### src/verilog/tpo_map.vh
// Register offsets, field positions and reset values of the triggered output unit
`ifndef TPO_MAP_VH
`define TPO_MAP_VH

// ----------------------------------------------------------------
// Register byte addresses
// ----------------------------------------------------------------
`define TPO_ADDR_PIN_MODE 32'hFFFFF3A4
`define TPO_ADDR_BUF_LOW 32'hFFFFF3A0
`define TPO_ADDR_BUF_HIGH 32'hFFFFF3A2
`define TPO_ADDR_CONTROL 32'hFFFFF3A5

// ----------------------------------------------------------------
// Control register fields
// ----------------------------------------------------------------
`define TPO_CTL_ENABLE 7
`define TPO_CTL_EDGE 6
`define TPO_CTL_MODE 5
`define TPO_CTL_EXT 4
`define TPO_CTL_MASK 8'hF0

// ----------------------------------------------------------------
// Reset values
// ----------------------------------------------------------------
`define TPO_RST_PIN_MODE 8'h00
`define TPO_RST_BUF 4'h0
`define TPO_RST_CONTROL 8'h00

`endif

### src/verilog/tpo_unit.v
// Triggered 8-bit parallel output unit with buffered nibbles and per-pin mode
`timescale 1ns/1ps
`default_nettype none
`include "tpo_map.vh"

// Functional notes
// - Two 4-bit buffer halves hold next pattern
// - Dual mode: writes touch only addressed nibble
// - Single mode: either address loads both halves
// - Buffer read returns high and low combined
// - Port-mode bits read back as zero
// - Reset clears buffers; byte-wide buffer access
// - Trigger copies buffers to latch in hardware
// - Output latch hidden from software
// - Buffered pins ignore port latch writes
// - Pin mode bit: 0 port, 1 buffered
// - Pin mode: bit or byte writes, reset zero
// - Triggers: external edge, timer4, timer5 events
// - Control: enable, edge, mode, external use bits
// - Trigger routing per mode and external use
// - Port-mode pins and disabled unit drive zero
module tpo_unit
(
   input wire i_clock,
   input wire i_rst,
   input wire [31:0] i_addr,
   input wire i_wr,
   input wire i_rd,
   input wire i_bit_op,
   input wire [2:0] i_bit_sel,
   input wire [7:0] i_wdata,
   output reg [7:0] o_rdata,
   input wire [7:0] i_port_wdata,
   input wire i_port_wr,
   input wire i_external_trigger_input,
   input wire i_timer4_event,
   input wire i_timer5_event,
   output reg [7:0] o_buffered_output_pin
);

   // ----------------------------------------------------------------
   // Registers
   // ----------------------------------------------------------------
   reg [7:0] pin_mode_r;
   reg [3:0] buf_low_r;
   reg [3:0] buf_high_r;
   reg [7:0] control_r;
   reg [7:0] latch_r;
   reg [7:0] latch_nxt;
   reg [7:0] pin_mode_nxt;
   reg [7:0] control_nxt;
   wire ext_pulse;
   wire sel_pin_mode;
   wire sel_low;
   wire sel_high;
   wire sel_control;
   wire enable;
   wire single_mode;
   wire ext_use;
   reg trig_high;
   reg trig_low;

   assign sel_pin_mode = (i_addr == `TPO_ADDR_PIN_MODE);
   assign sel_low = (i_addr == `TPO_ADDR_BUF_LOW);
   assign sel_high = (i_addr == `TPO_ADDR_BUF_HIGH);
   assign sel_control = (i_addr == `TPO_ADDR_CONTROL);
   assign enable = control_r[`TPO_CTL_ENABLE];
   assign single_mode = control_r[`TPO_CTL_MODE];
   assign ext_use = control_r[`TPO_CTL_EXT];

   tpo_edge_detect i_tpo_edge_detect
   (
      .i_clock(i_clock),
      .i_rst(i_rst),
      .i_level(i_external_trigger_input),
      .i_rising(control_r[`TPO_CTL_EDGE]),
      .o_pulse(ext_pulse)
   );

   // ----------------------------------------------------------------
   // Trigger routing
   // ----------------------------------------------------------------
   always @*
   begin
      if (single_mode)
      begin
         trig_high = ext_use ? ext_pulse : i_timer4_event;
         trig_low = trig_high;
      end
      else if (ext_use)
      begin
         trig_high = i_timer4_event;
         trig_low = ext_pulse;
      end
      else
      begin
         trig_high = i_timer5_event;
         trig_low = i_timer4_event;
      end
   end

   // ----------------------------------------------------------------
   // Bit-or-byte writes to pin mode and control
   // ----------------------------------------------------------------
   always @*
   begin
      pin_mode_nxt = pin_mode_r;
      control_nxt = control_r;
      if (i_wr && sel_pin_mode)
      begin
         if (i_bit_op)
            pin_mode_nxt[i_bit_sel] = i_wdata[0];
         else
            pin_mode_nxt = i_wdata;
      end
      if (i_wr && sel_control)
      begin
         if (i_bit_op)
            control_nxt[i_bit_sel] = i_wdata[0];
         else
            control_nxt = i_wdata;
         control_nxt = control_nxt & `TPO_CTL_MASK;
      end
   end

   // ----------------------------------------------------------------
   // Output latch: port writes reach only port-mode bits, triggers
   // load whole nibbles, port-mode bits included. Software cannot read this latch.
   // ----------------------------------------------------------------
   always @*
   begin
      latch_nxt = latch_r;
      if (i_port_wr)
         latch_nxt = (latch_r & pin_mode_r) | (i_port_wdata & ~pin_mode_r);
      if (enable && trig_high)
         latch_nxt[7:4] = buf_high_r;
      if (enable && trig_low)
         latch_nxt[3:0] = buf_low_r;
   end

   always @(posedge i_clock)
   begin
      if (i_rst)
      begin
         pin_mode_r <= `TPO_RST_PIN_MODE;
         control_r <= `TPO_RST_CONTROL;
         buf_low_r <= `TPO_RST_BUF;
         buf_high_r <= `TPO_RST_BUF;
         latch_r <= 8'h00;
         o_rdata <= 8'h00;
         o_buffered_output_pin <= 8'h00;
      end
      else
      begin
         pin_mode_r <= pin_mode_nxt;
         control_r <= control_nxt;
         latch_r <= latch_nxt;
         // Buffers take byte writes only; bit operations are ignored
         if (i_wr && !i_bit_op && (sel_low || sel_high))
         begin
            if (single_mode)
            begin
               buf_high_r <= i_wdata[7:4];
               buf_low_r <= i_wdata[3:0];
            end
            else if (sel_low)
               buf_low_r <= i_wdata[3:0];
            else
               buf_high_r <= i_wdata[7:4];
         end
         // Read data registered; the latch itself is never on this path
         if (i_rd && (sel_low || sel_high))
            o_rdata <= {buf_high_r, buf_low_r} & pin_mode_r;
         else if (i_rd && sel_pin_mode)
            o_rdata <= pin_mode_r;
         else if (i_rd && sel_control)
            o_rdata <= control_r;
         else
            o_rdata <= 8'h00;
         // Disabled unit drives all zero whatever the pin modes
         o_buffered_output_pin <= enable ? (latch_r & pin_mode_r) : 8'h00;
      end
   end

endmodule // tpo_unit

`default_nettype wire

### src/verilog/tpo_edge_detect.v
// Synchroniser and selectable edge detector for the external trigger input
`timescale 1ns/1ps
`default_nettype none

module tpo_edge_detect
(
   input wire i_clock,
   input wire i_rst,
   input wire i_level,
   input wire i_rising,
   output reg o_pulse
);

   reg sync1_r;
   reg sync2_r;
   reg prev_r;

   // Two flops before any logic reads the pin
   always @(posedge i_clock)
   begin
      if (i_rst)
      begin
         sync1_r <= 1'b0;
         sync2_r <= 1'b0;
         prev_r <= 1'b0;
         o_pulse <= 1'b0;
      end
      else
      begin
         sync1_r <= i_level;
         sync2_r <= sync1_r;
         prev_r <= sync2_r;
         o_pulse <= i_rising ? (sync2_r & ~prev_r) : (~sync2_r & prev_r);
      end
   end

endmodule // tpo_edge_detect

`default_nettype wire

### config.mk
export PLATFORM = sky130hd
export DESIGN_NAME = tpo_unit
export DESIGN_NICKNAME = d
export VERILOG_FILES = /design/src/verilog/tpo_unit.v /design/src/verilog/tpo_edge_detect.v
export VERILOG_INCLUDE_DIRS = /design/src /design/src/verilog
export SDC_FILE = /design/constraint.sdc
export NUM_CORES = 1
export LEC_CHECK = 0
export BUFFER_PORTS_ARGS = -buffer_cell sky130_fd_sc_hd__buf_2
export CAP_MARGIN = 20
export CORE_ASPECT_RATIO = 1.1
export CORE_UTILIZATION = 45
export CTS_CLUSTER_DIAMETER = 80
export DETAILED_ROUTE_END_ITERATION = 10
export PLACE_DENSITY = 0.84
export SLEW_MARGIN = 20
export SYNTH_ARGS = -nofsm -noshare
export SYNTH_HDL_FRONTEND = slang
export SYNTH_SLANG_ARGS = --single-unit
export TNS_END_PERCENT = 100
### constraint.sdc
create_clock -name i_clock -period 1.53 [get_ports i_clock]
set_input_delay 0.153 -clock i_clock [delete_from_list [all_inputs] [get_ports i_clock]]
set_output_delay 0.153 -clock i_clock [all_outputs]
set_load 0.02 [all_outputs]
==> flow_summary.ini, run 1 <==
[critical_path]
crit_family = flip-flops
r2r_start = control_r[4]
cp_slowest_cell = dfxtp_1
worst_setup_path_start_kind = register
critPathMaxFanout = 8
critPathBufInv = 0
cp.arrival_ns = 1.65
critical_path_class = reg -> reg
crit_cells = 4
critPathMaxStageDelay_ns = 0.44
rrSetupSlack_ns = 0.10
crit_path_start = control_r[4]
path_cells = mux2_2 > nand2_1 > nor2_1 > a211oi_1
cp-end-kind = register
reg2reg_depth = 4
cp.required_ns = 1.75

[grt]
grt_max_degree = 37
antenna_found_initial = 0
grt_pass1_vias = 2107
grt_use_total_pct = 22.9
grt_overflow = 0
grt_pass1_wl_mm = 9.98

[job]
cap_violations = 0

[hold_path]
worstHoldEndpoint = i_tpo_edge_detect.sync1_r
holdCritPathClass = in -> reg
min_from = i_external_trigger_input
whs_path_depth = 2

[cts]
htreeDepth = 2
clkSlewWorstSetupHoldPaths_ns = 0.09
cts_setup_buffers = 0
worstSkewPairLatency_ns = 0.30
cts_tree = yes
clock-sinks = 48
numCtsBuffers = 5
cts.path.max_buffers = 2
holdBufCountCts = 0
cts_resized = 0
clockRootBuffer = clkbuf_8

[sta]
fin_crit_ns = 1.43
relSlewSlack_pct = 68.3
hold_viol_final = 0
worst_slack_ns = 0.104
setup_violations = 0
slew_viol_final = 0
timing.final.crit_share_pct = 93.2
tns_ns = 0
worst_slew_pin_slew_ns = 0.474
rsz0062_at_grt = no
clock.fmax_ghz = 0.701
finalClockSkew_ns = 0.0120

[outcome]
run_status = finished clean

[logic_synthesis]
synthDistinctLibCells = 35
yosysSeqAreaShare_pct = 42.0
syn_nets = 311
synth_async_sr_flop_share_pct = 0
ys.flop_type = dfxtp_1
yosysTopAreaCellShare_pct = 42.0
syn_area_per_cell_sq_um = 9.12
synth-edff-count = 0
yosys-top-cells-area = dfxtp_1, mux2i_1, a211oi_1
ys_warn_count = 0
synthDominantAreaCellType = dfxtp_1
synth.ff_latch_count = 48
synth_cells = 251
synthesis.area_sq_um = 2290

[finish]
area_delta_synth_final_pct = 28.3
utilization_pct = 61.4
final_cell_count_no_fill = 392
antenna_cells = 0
layout_common_cells = buf_2, dfxtp_1, a21oi_1, buf_4, nand2b_1
design_area_sq_um = 2940
nets = 395
drive_gt1_share_pct = 34.2
ff_latch_area_sq_um = 961
layout_commonest_cell = buf_2
multi_input_area_sq_um = 1250
fillCellCount = 441

[placed_design]
place_area_sq_um = 2820
portBuffers = 75
pre_cts_ws_ns = -0.145
dp_hpwl_mm = 4.63
routabilityCongestion = 0.879
dp_cells = 384

[floorplan]
start_util_pct = 47.9
coreArea_sq_um = 4780
dieWidth_um = 70.0
die_height_um = 76.8
die_area_sq_um = 5380
ioPinCount = 76
rows = 26

[route]
antenna_left = 0
drc = 0
drt-total-wl_mm = 6.12
drt-wirelength-per-cell_um = 15.6
num_vias = 2251
via_per_inst = 5.74
first_pass_iters = 6
drt_iter0_drc = 153

[pwr]
peakVddDrop_mv = 0.517
p_leak_nw = 1.24
power.density_nw_per_um2 = 842
[layout make-up]
class / instances / share of cell area [%]
well taps: 56 / 2.39
clock inverters: 2 / 1.32
multi-input cells: 180 / 42.5
inverters: 7 / 0.895
clock buffers: 6 / 2.81
repair buffers: 93 / 17.4
flip-flops and latches: 48 / 32.7
[worst max-delay path by stage]
stage | endpoint
floorplan | buf_high_r[0]
global placement | buf_low_r[1]
detailed placement | buf_high_r[0]
CTS | register
global route | register
finish | register
[through the flow]
stage               hold slack (ns)  total power, mW
finish                       0.0676             2.47
global route                 0.0717             2.55
CTS                          0.0662             2.47
detailed placement            0.376             1.54
global placement              0.374             1.53
floorplan                     0.281             1.41
[where the power goes]
part / switching (mW) / internal, mW / total [mW]
registers: 0.00649 / 1.26 / 1.27
logic: 0.120 / 0.122 / 0.241
clock network: 0.425 / 0.535 / 0.959
total: 0.551 / 1.92 / 2.47
[synth_stat cells, types with 4 or more instances]
master     n
nor3_1     6
mux2i_1   12
dfxtp_1   48
and3_1    13
nor2_1     9
a211oi_1  15
nand2b_1  16
nand4_1   11
inv_1      7
a21oi_1   18
mux2_2     5
nand2_1   11
nor2b_1   12
nor3b_1    4
a41oi_1   11
buf_2      5
a31o_1     4
clkbuf_1  10
o21ai_0   10
a311oi_1   4
[kinds of logic (layout without fill, tap and decap cells)]
| family | count (synthesis) | count (layout) | synth area share (%) |
|---|---|---|---|
| simple gates | 98 | 98 | 27.0 |
| compound gates | 65 | 65 | 19.2 |
| flops | 48 | 48 | 42.0 |
| buf+inv | 23 | 108 | 4.04 |
| mux | 17 | 17 | 7.70 |
[per-layer routing]
layer	global-route usage [%]	vias up	routed length, um
met4	8.00	0	110
met2	39.1	87	3050
met1	28.5	1037	2570
met5	0	-	0
met3	4.60	18	391
li1	-	1109	-
Power figures use the tool's default switching activity.
==> run 2: changes to the inputs <==
- SYNTH_HIERARCHICAL: default -> 1
==> run 2 against run 1 <==
  * Routed wire length shrank 2.6%
  * Global-route usage grew 0.38 points
  * Critical path type unchanged
  * Clock-buffer cell count did not move
  * Hold slack lost 0.014 ns
  * Via count shrank 0.22%
  * Power fell by 1.9%
  * Maximum frequency rose by 4.3%
  * Highest routed layer unchanged
  * Non-clock buffer count up 2
  * Largest power group unchanged
  * Synthesized area is 0.33% lower
  * Critical path depth did not move
  * First-iteration DRC count fell by 11%
==> flow_summary.ini, run 2 <==
[outcome]
run_status = finished clean

[logic_synthesis]
ys.flop_type = dfxtp_1
syn_area_per_cell_sq_um = 9.28
synthDominantAreaCellType = dfxtp_1
synthesis.area_sq_um = 2280
ys_warn_count = 6
yosys-top-cells-area = dfxtp_1, mux2i_1, a211oi_1
yosysTopAreaCellShare_pct = 42.1
synth_async_sr_flop_share_pct = 0
syn_nets = 306
yosysSeqAreaShare_pct = 42.1
yosysMostFrequentCell = dfxtp_1
synth.ff_latch_count = 48
synth_commonest_cells = dfxtp_1, a21oi_1, nand2b_1, a211oi_1, and3_1
synth-edff-count = 0
synth_cells = 246
synthDistinctLibCells = 36

[sta]
relSlewSlack_pct = 72.2
setup_violations = 0
clock.fmax_ghz = 0.731
finalClockSkew_ns = 0.00291
fin_crit_ns = 1.37
timing.final.crit_share_pct = 89.4
rsz0062_at_grt = no
slew_viol_final = 0
hold_viol_final = 0
worst_slew_pin_slew_ns = 0.416

[pwr]
p_switching_mw = 0.550
seqPwrFrac_pct = 52.4
p_int_mw = 1.87
power.density_nw_per_um2 = 825
power_switching_share_pct = 22.7
peakVddDrop_mv = 0.399
p_comb_share_pct = 10.0
finalPower_mw = 2.42
p_leak_nw = 1.25
clkPwrFrac_pct = 37.5

[route]
antenna_left = 0
via_per_inst = 5.76
first_pass_iters = 4
drt_iter0_drc = 136
num_vias = 2246
drt-wirelength-per-cell_um = 15.3
drc = 0
drt-total-wl_mm = 5.95

[cts]
clockRootBuffer = clkbuf_8
htreeDepth = 2
cts_setup_buffers = 0
holdBufCountCts = 0
cts_tree = yes
numCtsBuffers = 5
clkSlewWorstSetupHoldPaths_ns = 0.09
worstSkewPairLatency_ns = 0.30
clock-sinks = 48
cts_resized = 0
cts.path.max_buffers = 2

[critical_path]
rrSetupSlack_ns = 0.16
critPathMaxFanout = 8
cp_slowest_cell = dfxtp_1
critPathBufInv = 0
r2r_start = control_r[4]
critical_path_class = reg -> reg
worst_setup_path_start_kind = register
cp.arrival_ns = 1.59
critPathMaxStageDelay_ns = 0.41
crit_family = flip-flops
reg2reg_depth = 4
cp-end-kind = register
cp.required_ns = 1.75
path_cells = mux2_2 > nand2_1 > nor2_1 > a211oi_1

[finish]
fillCellCount = 432
layout_commonest_cell = buf_2
final_cell_count_no_fill = 390
area_delta_synth_final_pct = 28.7
layout_common_cells = buf_2, dfxtp_1, buf_4
utilization_pct = 61.8
drive_gt1_share_pct = 35.6
antenna_cells = 0
nets = 393

[grt]
grt_pass1_vias = 2189
grt_overflow = 0
grt_use_total_pct = 23.3
grt_pass1_wl_mm = 10.0
grt_max_degree = 21
antenna_found_initial = 0

[placed_design]
dp_hpwl_mm = 4.37
dp_cells = 382
routabilityCongestion = 0.867
portBuffers = 75

[hold_path]
min_from = i_external_trigger_input
holdCritPathClass = in -> reg
worstHoldEndpoint = i_tpo_edge_detect/sync1_r
whs_path_depth = 2

[floorplan]
ioPinCount = 76
dieWidth_um = 69.9
die_area_sq_um = 5360
coreArea_sq_um = 4750
rows = 26
start_util_pct = 48.1
die_height_um = 76.7

[job]
cap_violations = 0
-- run 2: power groups by stage --
stage | Sequential (mW) | Combinational (mW) | Clock, mW
after floorplan | 1.30 | 0.115 | 0
after global placement | 1.30 | 0.232 | 0
after detailed placement | 1.30 | 0.239 | 0
after CTS | 1.27 | 0.243 | 0.912
after global routing | 1.27 | 0.267 | 0.981
final | 1.27 | 0.243 | 0.910
-- run 2: area by class of cell --
| class | count | area [sq um] | share of cell area [%] |
|---|---|---|---|
| Clock buffer | 6 | 72.6 | 2.47 |
| Clock inverter | 2 | 35.0 | 1.19 |
| Inverter | 7 | 26.3 | 0.895 |
| Multi-Input combinational cell | 176 | 1250 | 42.4 |
| Sequential cell | 48 | 961 | 32.7 |
| Tap cell | 56 | 70.1 | 2.39 |
| Timing Repair Buffer | 95 | 526 | 17.9 |
-- run 2: how the worst max path moves through the flow --
stage                            start       endpoint  slack, ns  depth (start not counted)
after floorplan              i_addr[4]  pin_mode_r[1]       0.04                          5
after global placement       i_addr[0]  buf_high_r[3]      -0.04                          6
after detailed placement     i_addr[3]  pin_mode_r[7]      -0.10                          5
after CTS                 control_r[4]       register       0.13                          4
after global routing      control_r[4]       register       0.06                          4
final                     control_r[4]       register       0.16                          4
-- run 2: cells by family (layout without fill, tap and decap cells) --
| kind of cell | after synthesis | after routing | share of synthesized area, % |
|---|---|---|---|
| buffers and inverters | 22 | 110 | 3.89 |
| flip-flops | 48 | 48 | 42.1 |
| AO/OA/AOI/OAI | 64 | 64 | 19.2 |
| multiplexers | 17 | 17 | 7.73 |
| AND/OR/NAND/NOR | 95 | 95 | 27.0 |
-- run 2: through the flow --
stage          setup slack (ns)  hold WS, ns  setup TNS, ns  cell area, sq um
2_1_floorplan            0.0444        0.215              0              2280
3_3_place_gp            -0.0430        0.362         -0.493              2830
3_5_place_dp             -0.105        0.367          -1.14              2830
4_1_cts                   0.134       0.0537              0              2940
5_1_grt                  0.0562       0.0824              0              2940
6_report                  0.163       0.0535              0              2940
-- run 2: metal layers --
layer | track usage [%] | part of all wire, % | routed length [um]
met5 | 0 | 0 | 0
met1 | 28.3 | 42 | 2470
met2 | 39.6 | 49 | 2890
met4 | 8.40 | 1.3 | 75
met3 | 5.78 | 8.6 | 511
